--- config.mk ---
export PLATFORM = sky130hd
export DESIGN_NAME = rph_rx_port_ctrl
export DESIGN_NICKNAME = d
export VERILOG_FILES = /design/src/verilog/rph_pkg.sv /design/src/verilog/rph_port_mem.sv /design/src/verilog/rph_rx_port_ctrl.sv
export SDC_FILE = /design/constraint.sdc
export NUM_CORES = 1
export LEC_CHECK = 0
export BUFFER_PORTS_ARGS = -buffer_cell sky130_fd_sc_hd__buf_4
export CAP_MARGIN = 20
export CORE_MARGIN = 1
export CORE_UTILIZATION = 60
export DETAILED_ROUTE_END_ITERATION = 8
export GPL_TIMING_DRIVEN = 0
export PLACE_DENSITY = 0.79
export SLEW_MARGIN = 20
export SYNTH_ARGS = -nofsm -noshare
export SYNTH_HDL_FRONTEND = slang
export SYNTH_SLANG_ARGS = --single-unit
--- constraint.sdc ---
create_clock -name ref_clk_i -period 3.73 [get_ports ref_clk_i]
set_input_delay 0.746 -clock ref_clk_i [delete_from_list [all_inputs] [get_ports ref_clk_i]]
set_output_delay 0.746 -clock ref_clk_i [all_outputs]
set_load 0.02 [all_outputs]
--- src/verilog/rph_pkg.sv ---
// shared constants and types for the receive port paging block
// How it works
// - four receive inputs run at once, each with its own port logic.
// - register 0x0c holds one enable bit per receive port.
// - port enable writes from the remote link side are ignored.
// - page select register 0x4c picks which port's private registers are reached.
// - each port's own access path sees page select pointing at that port.
// - registers 0xf8-0xfb hold per-port 7-bit target addresses for direct access.
// - direct port addresses also reach the shared registers except page select, whose writes they ignore.
// - forwarding is off after reset; per-port bits in 0x20 turn it on.
// - no reference clock transition for over 20 us is flagged as loss.
// - start-up uses the internal 25 MHz backup oscillator as reference.
// - on lock loss the equalizer resets and reruns lock acquisition.
// - equalizer configuration and status sit at 0xd2 to 0xd5 per port.
package rph_pkg;
    // ----------------------------------------
    // sizes
    // ----------------------------------------
    localparam int NUM_PORTS = 4;
    localparam int PW = 2;
    // ----------------------------------------
    // register offsets
    // ----------------------------------------
    localparam logic [7:0] OFF_PORT_EN = 8'h0c;
    localparam logic [7:0] OFF_FWD = 8'h20;
    localparam logic [7:0] OFF_PAGE = 8'h4c;
    localparam logic [7:0] OFF_EQ_FIRST = 8'hd2;
    localparam logic [7:0] OFF_EQ_STAT = 8'hd5;
    localparam logic [7:0] OFF_DIR_FIRST = 8'hf8;
    localparam logic [7:0] OFF_DIR_LAST = 8'hfb;
    // ----------------------------------------
    // reset values
    // ----------------------------------------
    localparam logic [3:0] RST_PORT_EN = 4'hf;
    localparam logic [3:0] RST_FWD = 4'h0;
    localparam logic [1:0] RST_PAGE = 2'h0;
    localparam logic [7:0] RST_DIR = 8'h00;
    // ----------------------------------------
    // reference clock timing (core clock 100 MHz)
    // ----------------------------------------
    localparam int CLK_PERIOD_NS = 10;
    localparam int REF_LOSS_NS = 20000;
    localparam int REF_LOSS_CYC = REF_LOSS_NS / CLK_PERIOD_NS;
    localparam int REF_GOOD_EDGES = 16;
    // ----------------------------------------
    // types
    // ----------------------------------------
    typedef struct packed {
        logic valid;
        logic remote;
        logic wr;
        logic [6:0] dev_addr;
        logic [7:0] offset;
        logic [7:0] wdata;
    } rph_req_t;

    typedef struct packed {
        logic done;
        logic ack;
        logic [7:0] rdata;
    } rph_rsp_t;

    typedef enum logic [1:0] {EQ_ACQUIRE, EQ_LOCKED, EQ_RESET} rph_eq_state_t;
endpackage

--- src/verilog/rph_port_mem.sv ---
// small per-port register memory with registered read data
module rph_port_mem #(
    parameter int DW = 8,
    parameter int AW = 4
) (
    input wire logic ref_clk_i,
    input wire logic we_i,
    input wire logic [AW-1:0] waddr_i,
    input wire logic [DW-1:0] wdata_i,
    input wire logic [AW-1:0] raddr_i,
    output logic [DW-1:0] rdata_o
);
    logic [DW-1:0] mem_r [2**AW];

    // ----------------------------------------
    // storage; contents are undefined until software writes them
    // ----------------------------------------
    always_ff @(posedge ref_clk_i) begin
        if (we_i) begin
            mem_r[waddr_i] <= wdata_i;
        end
    end

    always_ff @(posedge ref_clk_i) begin
        rdata_o <= mem_r[raddr_i];
    end
endmodule

--- src/verilog/rph_rx_port_ctrl.sv ---
// receive port enable, paging, direct addressing, forwarding, reference_clock_input and equalizer control
module rph_rx_port_ctrl #(
    parameter logic [6:0] MAIN_ADDR = 7'h30,
    parameter int LOSS_CYC = rph_pkg::REF_LOSS_CYC
) (
    input wire logic ref_clk_i,
    input wire logic rst_i,
    input wire rph_pkg::rph_req_t req_i,
    input wire logic [rph_pkg::NUM_PORTS-1:0] lock_i,
    input wire logic reference_clock_input_i,
    output rph_pkg::rph_rsp_t rsp_o,
    output logic [rph_pkg::NUM_PORTS-1:0] port_on_o,
    output logic [rph_pkg::NUM_PORTS-1:0] fwd_on_o,
    output logic [rph_pkg::NUM_PORTS-1:0] eq_restart_o,
    output logic [rph_pkg::NUM_PORTS-1:0] eq_locked_o,
    output logic ref_internal_o,
    output logic ref_lost_o
);
    import rph_pkg::*;

    // ----------------------------------------
    // decode helpers
    // ----------------------------------------
    function automatic logic is_eq_cfg(input logic [7:0] off);
        return (off >= OFF_EQ_FIRST) && (off < OFF_EQ_STAT);
    endfunction

    function automatic logic is_dir(input logic [7:0] off);
        return (off >= OFF_DIR_FIRST) && (off <= OFF_DIR_LAST);
    endfunction

    logic [NUM_PORTS-1:0] port_en_r;
    logic [NUM_PORTS-1:0] fwd_r;
    logic [PW-1:0] page_r;
    logic [7:0] dir_r [NUM_PORTS];
    rph_eq_state_t eq_st_r [NUM_PORTS];

    logic dir_hit;
    logic [PW-1:0] dir_port;
    logic main_hit;
    logic acc;
    logic wr;
    logic [PW-1:0] sel_port;

    // ----------------------------------------
    // address match: main address or a per-port direct address
    // ----------------------------------------
    always_comb begin
        dir_hit = 1'b0;
        dir_port = '0;
        for (int p = NUM_PORTS - 1; p >= 0; p--) begin
            if (dir_r[p][0] && req_i.dev_addr == dir_r[p][7:1]) begin
                dir_hit = 1'b1;
                dir_port = PW'(p);
            end
        end
    end

    assign main_hit = (req_i.dev_addr == MAIN_ADDR);
    assign acc = req_i.valid && (main_hit || dir_hit);
    assign wr = acc && req_i.wr;
    // a direct address wins over the page pointer
    assign sel_port = dir_hit ? dir_port : page_r;

    // ----------------------------------------
    // shared registers
    // ----------------------------------------
    always_ff @(posedge ref_clk_i) begin
        if (rst_i) begin
            port_en_r <= RST_PORT_EN;
        end else if (wr && !req_i.remote && req_i.offset == OFF_PORT_EN) begin
            port_en_r <= req_i.wdata[NUM_PORTS-1:0];
        end
    end

    always_ff @(posedge ref_clk_i) begin
        if (rst_i) begin
            fwd_r <= RST_FWD;
        end else if (wr && req_i.offset == OFF_FWD) begin
            fwd_r <= req_i.wdata[NUM_PORTS-1:0];
        end
    end

    // the direct paths have a fixed page of their own, so only the main path moves it
    always_ff @(posedge ref_clk_i) begin
        if (rst_i) begin
            page_r <= RST_PAGE;
        end else if (wr && !dir_hit && req_i.offset == OFF_PAGE) begin
            page_r <= req_i.wdata[PW-1:0];
        end
    end

    // ----------------------------------------
    // per-port logic
    // ----------------------------------------
    genvar g;
    generate
        for (g = 0; g < NUM_PORTS; g++) begin : g_port
            always_ff @(posedge ref_clk_i) begin
                if (rst_i) begin
                    dir_r[g] <= RST_DIR;
                end else if (wr && req_i.offset == OFF_DIR_FIRST + 8'(g)) begin
                    dir_r[g] <= req_i.wdata;
                end
            end

            // equalizer lock tracking; a disabled port sits in acquire
            always_ff @(posedge ref_clk_i) begin
                if (rst_i || !port_en_r[g]) begin
                    eq_st_r[g] <= EQ_ACQUIRE;
                end else begin
                    unique case (eq_st_r[g])
                        EQ_ACQUIRE: begin
                            if (lock_i[g]) begin
                                eq_st_r[g] <= EQ_LOCKED;
                            end
                        end
                        EQ_LOCKED: begin
                            if (!lock_i[g]) begin
                                eq_st_r[g] <= EQ_RESET;
                            end
                        end
                        EQ_RESET: begin
                            eq_st_r[g] <= EQ_ACQUIRE;
                        end
                        default: begin
                            eq_st_r[g] <= EQ_ACQUIRE;
                        end
                    endcase
                end
            end

            always_ff @(posedge ref_clk_i) begin
                if (rst_i) begin
                    eq_restart_o[g] <= 1'b0;
                    eq_locked_o[g] <= 1'b0;
                end else begin
                    eq_restart_o[g] <= port_en_r[g] && eq_st_r[g] == EQ_LOCKED
                        && !lock_i[g];
                    eq_locked_o[g] <= port_en_r[g] && lock_i[g]
                        && eq_st_r[g] != EQ_RESET;
                end
            end
        end
    endgenerate

    always_ff @(posedge ref_clk_i) begin
        if (rst_i) begin
            port_on_o <= '0;
            fwd_on_o <= '0;
        end else begin
            port_on_o <= port_en_r;
            fwd_on_o <= fwd_r & port_en_r;
        end
    end

    // ----------------------------------------
    // per-port equalizer registers
    // ----------------------------------------
    logic [7:0] mem_rdata;
    logic [1:0] eq_idx;

    assign eq_idx = 2'(req_i.offset - OFF_EQ_FIRST);

    rph_port_mem #(
        .DW(8),
        .AW(PW + 2)
    ) u_mem (
        .ref_clk_i(ref_clk_i),
        .we_i(wr && is_eq_cfg(req_i.offset)),
        .waddr_i({sel_port, eq_idx}),
        .wdata_i(req_i.wdata),
        .raddr_i({sel_port, eq_idx}),
        .rdata_o(mem_rdata)
    );

    // ----------------------------------------
    // read pipeline: answer two edges after the request
    // ----------------------------------------
    logic rd_pend_r;
    logic rd_ack_r;
    logic rd_dir_r;
    logic rd_wr_r;
    logic [PW-1:0] rd_port_r;
    logic [7:0] rd_off_r;
    logic [7:0] rd_wdata_r;
    logic [7:0] rdata;

    always_ff @(posedge ref_clk_i) begin
        if (rst_i) begin
            rd_pend_r <= 1'b0;
            rd_ack_r <= 1'b0;
            rd_dir_r <= 1'b0;
            rd_wr_r <= 1'b0;
            rd_port_r <= '0;
            rd_off_r <= '0;
            rd_wdata_r <= '0;
        end else begin
            rd_pend_r <= req_i.valid;
            rd_ack_r <= acc;
            rd_dir_r <= dir_hit;
            rd_wr_r <= req_i.wr;
            rd_port_r <= sel_port;
            rd_off_r <= req_i.offset;
            rd_wdata_r <= req_i.wdata;
        end
    end

    always_comb begin
        rdata = 8'h00;
        if (rd_off_r == OFF_PORT_EN) begin
            rdata = 8'(port_en_r);
        end else if (rd_off_r == OFF_FWD) begin
            rdata = 8'(fwd_r);
        end else if (rd_off_r == OFF_PAGE) begin
            // main path shows the pointer after this request's own write
            rdata = rd_dir_r ? 8'(rd_port_r) : 8'(page_r);
        end else if (is_dir(rd_off_r)) begin
            rdata = dir_r[rd_off_r[PW-1:0]];
        end else if (is_eq_cfg(rd_off_r)) begin
            // storage reads before it writes, so a write answers with its own data
            rdata = rd_wr_r ? rd_wdata_r : mem_rdata;
        end else if (rd_off_r == OFF_EQ_STAT) begin
            rdata = {6'h00, eq_st_r[rd_port_r] == EQ_RESET,
                eq_st_r[rd_port_r] == EQ_LOCKED};
        end
    end

    // nacked requests return zero data
    always_ff @(posedge ref_clk_i) begin
        if (rst_i) begin
            rsp_o <= '0;
        end else begin
            rsp_o.done <= rd_pend_r;
            rsp_o.ack <= rd_pend_r && rd_ack_r;
            rsp_o.rdata <= (rd_pend_r && rd_ack_r) ? rdata : 8'h00;
        end
    end

    // ----------------------------------------
    // reference clock watch and source choice
    // ----------------------------------------
    logic ref_prev_r;
    logic [12:0] quiet_r;
    logic [4:0] good_r;
    logic ref_edge;
    logic quiet_over;

    assign ref_edge = ref_prev_r ^ reference_clock_input_i;
    // the count holds once past the limit, so a paused clock stays flagged
    assign quiet_over = quiet_r > 13'(LOSS_CYC);

    // the previous sample follows the pin through reset, so release shows no false edge
    always_ff @(posedge ref_clk_i) begin
        ref_prev_r <= reference_clock_input_i;
        if (rst_i) begin
            quiet_r <= '0;
        end else if (ref_edge) begin
            quiet_r <= '0;
        end else if (!quiet_over) begin
            quiet_r <= quiet_r + 13'd1;
        end
    end

    // hop to the external reference only after a run of clean edges
    always_ff @(posedge ref_clk_i) begin
        if (rst_i) begin
            good_r <= '0;
            ref_internal_o <= 1'b1;
            ref_lost_o <= 1'b0;
        end else begin
            ref_lost_o <= quiet_over;
            if (quiet_over) begin
                good_r <= '0;
                ref_internal_o <= 1'b1;
            end else if (ref_edge && good_r != 5'(REF_GOOD_EDGES)) begin
                good_r <= good_r + 5'd1;
            end else if (good_r == 5'(REF_GOOD_EDGES)) begin
                ref_internal_o <= 1'b0;
            end
        end
    end
endmodule
==> run_results.csv <==
group,metric,value,unit
clock_tree,worst_setup_hold_path_clk_slew,60,ps
grt,grt_remaining_overflow,0,
clock_tree,clock_buffers_created_by_tritoncts,26,
finish,layout-drive-gt1-share,21.3,%
sta,timing.final.setup_violations,0,
sta,fmaxAchievable,0.313,GHz
power,fraction_of_power_consumed_by_combinational_cells,5.9,%
sta,maxSlewViolCount,0,
clock_tree,clock_tree.root_cell,"sky130_fd_sc_hd__clkbuf_16",
drt,wl_per_cell,20.5,um
power,p_clk_share,43.3,%
setup_path,r2r_cells,7,
run,maxCapViolCount,0,
power,p_seq_share,50.7,%
placed_design,half_perimeter_wire_length_after_detailed_placement,15.2,mm
floorplanning,dieHeight,133,um
clock_tree,postCtsResizedCells,0,
finish,layout_commonest_cell,"sky130_fd_sc_hd__edfxtp_1",
setup_path,cp_max_fo,10,
clock_tree,clock_tree.htree_level_count,1,
worst_hold_path,hp-class,"primary input to register",
floorplanning,placement_rows,47,
setup_path,timing.critical_path.to_type,"register",
setup_path,reg2reg_to,"u_mem.mem_r[10][7]$_DFFE_PP_",
power,power_per_cell_area,510,nW/um2
placed_design,gpl.final_weighted_congestion,0.891,
grt,groute.layer.met3.usage,4.91,%
grt,grtUsageMet2,44.6,%
power,leakagePower,4.53,nW
grt,vias_in_the_first_global_route,6566,
drt,finalWirelength,22.2,mm
logic_synthesis,async_flop_share,0,%
sta,max-slew-margin-rel,33.9,%
logic_synthesis,synthesis.instances,723,
sta,timing.setup.tns,0,ps
sta,finalWorstPathRequiredPeriod,3190,ps
sta,grt_setup_unrepaired,"false",
finish,nets,876,
sta,hold_violations,0,
grt,number_of_antenna_violations_at_the_first_check_in_global_routing,0,
grt,grt-busiest-layer,"met2",
drt,vias_per_cell,5.90,
setup_path,data_arrival_time_of_the_worst_path,3430,ps
setup_path,worst_setup_path_startpoint,"dir_r[0][4]$_SDFFCE_PN0P_",
clock_tree,cts_hold_buf,0,
power,internal-power,4.89,mW
clock_tree,cts_tree,"done",
setup_path,critPathLaunchType,"register",
grt,global_route_usage_sum,26.0,%
finish,areaGrowthSynthToFinish,17.2,%
sta,fin_skew,15.9,ps
floorplanning,floorplan.core_area,16700,um2
clock_tree,buffers_from_clock_root_to_sink_at_most,3,
logic_synthesis,ys_seq_area_share,65.4,%
grt,grt_util_met1,32.4,%
clock_tree,numClockSinks,255,
setup_path,crit_end,"u_mem.mem_r[10][7]$_DFFE_PP_",
drt,drtPass1Iterations,8,
floorplanning,design.portCount,61,
clock_tree,worstSkewPairLatency,530,ps
drt,drt_iter0_drcs,490,
power,net_switching_fraction_of_the_power,21.2,%
placed_design,placed_cells,1031,
setup_path,worst_r2r_startpoint,"dir_r[0][4]$_SDFFCE_PN0P_",
setup_path,critical_path_class,"register to register",
finish,number_of_cells_in_the_finished_layout_apart_from_fillers,1079,
floorplanning,total_die_area,17800,um2
grt,grt_first_pass_wirelength,34.9,mm
placed_design,io_buffer_count,52,
logic_synthesis,synth.yosys.warnings,0,
drt,detailroute.via_count,6363,
logic_synthesis,yosys_register_bits,255,
drt,detail-route-antenna-nets,0,
logic_synthesis,average_cell_area_after_synthesis,14.3,um2
logic_synthesis,synth-edff-count,168,
floorplanning,initial_utilization,62.1,%
sta,timing.final.crit_share,85.7,%
sta,slew_at_the_pin_with_the_worst_max_slew_slack,990,ps
run_status,result_of_the_run,"finished clean",
setup_path,ff2ff_setup_slack,540,ps
power,worst_ir_drop_vdd,0.000426,V
logic_synthesis,post_synth_instance_area,10400,um2
logic_synthesis,synthDistinctLibCells,49,
floorplanning,die_w,133,um
finish,most-common-layout-cells,"sky130_fd_sc_hd__edfxtp_1 (168), sky130_fd_sc_hd__dfxtp_1 (87), sky130_fd_sc_hd__nor2_1 (82)",
finish,num_antenna_cells,0,
power,p_total,6.20,mW
logic_synthesis,synth-main-ff-cell,"sky130_fd_sc_hd__edfxtp_1",
setup_path,required,3960,ps
power,power.switching,1.32,mW
clock_tree,cts_post_setup_buffers_inserted,0,
drt,detail_route.drc_violations,0,
grt,grt_start_max_net_pins,20,
==> synthesized netlist by cell type (4+ instances only) <==
| cell | instances | share of area [%] |
|---|---|---|
| sky130_fd_sc_hd__a22oi_1 | 8 | 0.58 |
| sky130_fd_sc_hd__nor3b_1 | 8 | 0.58 |
| sky130_fd_sc_hd__ha_1 | 4 | 0.48 |
| sky130_fd_sc_hd__nor3_1 | 20 | 0.97 |
| sky130_fd_sc_hd__o21a_1 | 5 | 0.36 |
| sky130_fd_sc_hd__edfxtp_1 | 168 | 49 |
| sky130_fd_sc_hd__mux2i_1 | 33 | 3.2 |
| sky130_fd_sc_hd__nor2_1 | 82 | 3.0 |
| sky130_fd_sc_hd__mux4_2 | 42 | 9.1 |
| sky130_fd_sc_hd__buf_1 | 8 | 0.29 |
| sky130_fd_sc_hd__dfxtp_1 | 87 | 17 |
| sky130_fd_sc_hd__xnor2_1 | 22 | 1.9 |
| sky130_fd_sc_hd__nand3_1 | 5 | 0.24 |
| sky130_fd_sc_hd__clkbuf_1 | 12 | 0.43 |
| sky130_fd_sc_hd__buf_2 | 11 | 0.53 |
| sky130_fd_sc_hd__xor2_1 | 18 | 1.5 |
| sky130_fd_sc_hd__a21oi_1 | 7 | 0.34 |
| sky130_fd_sc_hd__nand4_1 | 15 | 0.90 |
| sky130_fd_sc_hd__nand2_1 | 18 | 0.65 |
| sky130_fd_sc_hd__nand2b_1 | 31 | 1.9 |
| sky130_fd_sc_hd__and2_1 | 5 | 0.30 |
| sky130_fd_sc_hd__nor4_1 | 6 | 0.36 |
| sky130_fd_sc_hd__nor2b_1 | 13 | 0.78 |
| sky130_fd_sc_hd__o21ai_0 | 12 | 0.58 |
| sky130_fd_sc_hd__and4_1 | 4 | 0.34 |
| sky130_fd_sc_hd__o2111ai_1 | 5 | 0.42 |
| sky130_fd_sc_hd__mux2_2 | 10 | 1.1 |
| sky130_fd_sc_hd__inv_1 | 28 | 1.0 |
==> sequential cells by signal (all words and copies together), names as in the netlist, 2 cells and up <==
name / count
rd_port_r: 2
fwd_on_o: 4
port_on_o: 4
eq_st_r: 8
u_mem.rdata_o: 8
good_r: 5
rd_off_r: 8
rd_wdata_r: 8
port_en_r: 4
dir_r: 32
eq_restart_o: 4
eq_locked_o: 4
rsp_o: 10
quiet_r: 13
page_r: 2
fwd_r: 4
u_mem.mem_r: 128
==> power by group through the flow <==
stage	logic, mW	registers, mW	clock network, mW
2_1_floorplan	0.222	3.20	0
3_3_place_gp	0.348	3.20	0
3_5_place_dp	0.363	3.21	0
4_1_cts	0.368	3.15	2.72
5_1_grt	0.400	3.15	2.83
6_report	0.369	3.15	2.69
==> final cells by class <==
class	count	area (um2)
clock buffer	36	761
fill	1092	4540
sequential	255	6790
clock inverter	12	150
tap	220	275
timing repair buffer	57	420
multi-input combinational	439	3530
buffer	32	135
inverter	28	105
==> worst max-delay path, cell delays in order, from the launching register on <==
cell and delay, ps:
sky130_fd_sc_hd__edfxtp_1 400, sky130_fd_sc_hd__xor2_1 180, sky130_fd_sc_hd__nor4_1 360, sky130_fd_sc_hd__nand4_1 250, sky130_fd_sc_hd__a21bo_2 290, sky130_fd_sc_hd__clkbuf_1 400, sky130_fd_sc_hd__nor4b_2 720, sky130_fd_sc_hd__buf_2 310
==> per-stage QoR <==
step	worst slack [ps]	cell area (um2)	utilization (%)	hold slack (ps)
global placement	-612	11200	66.8	422
detailed placement	32.9	11200	67.4	418
finish	535	12200	72.8	334
floorplan	312	10500	-	408
CTS	520	12200	72.8	314
global route	408	12200	72.8	313
==> layer usage <==
metal,vias to the layer above,share of wire (%)
li1,2884,-
met1,3138,40
met2,277,50
met3,64,6.9
met4,0,3.9
met5,-,0
==> logic make-up after synthesis <==
group	count (synthesis)	synth area share (%)
buf+inv	60	2.32
xor+xnor	40	3.38
fa+ha+maj	4	0.483
other cells	1	0.0362
compound gates	52	3.49
mux	85	13.4
flops	255	65.4
simple gates	226	11.5
==> worst min-delay path by stage <==
stage / startpoint / to / depth (start not counted)
finish: reference_clock_input_i / ref_prev_r$_DFF_P_ / 1
global route: reference_clock_input_i / ref_prev_r$_DFF_P_ / 1
CTS: reference_clock_input_i / ref_prev_r$_DFF_P_ / 1
detailed placement: quiet_r[11]$_SDFFE_PP0N_ / quiet_r[11]$_SDFFE_PP0N_ / 2
global placement: quiet_r[11]$_SDFFE_PP0N_ / quiet_r[11]$_SDFFE_PP0N_ / 2
floorplan: quiet_r[12]$_SDFFE_PP0N_ / quiet_r[12]$_SDFFE_PP0N_ / 2
Note: power is estimated with default switching activity, not from simulation.
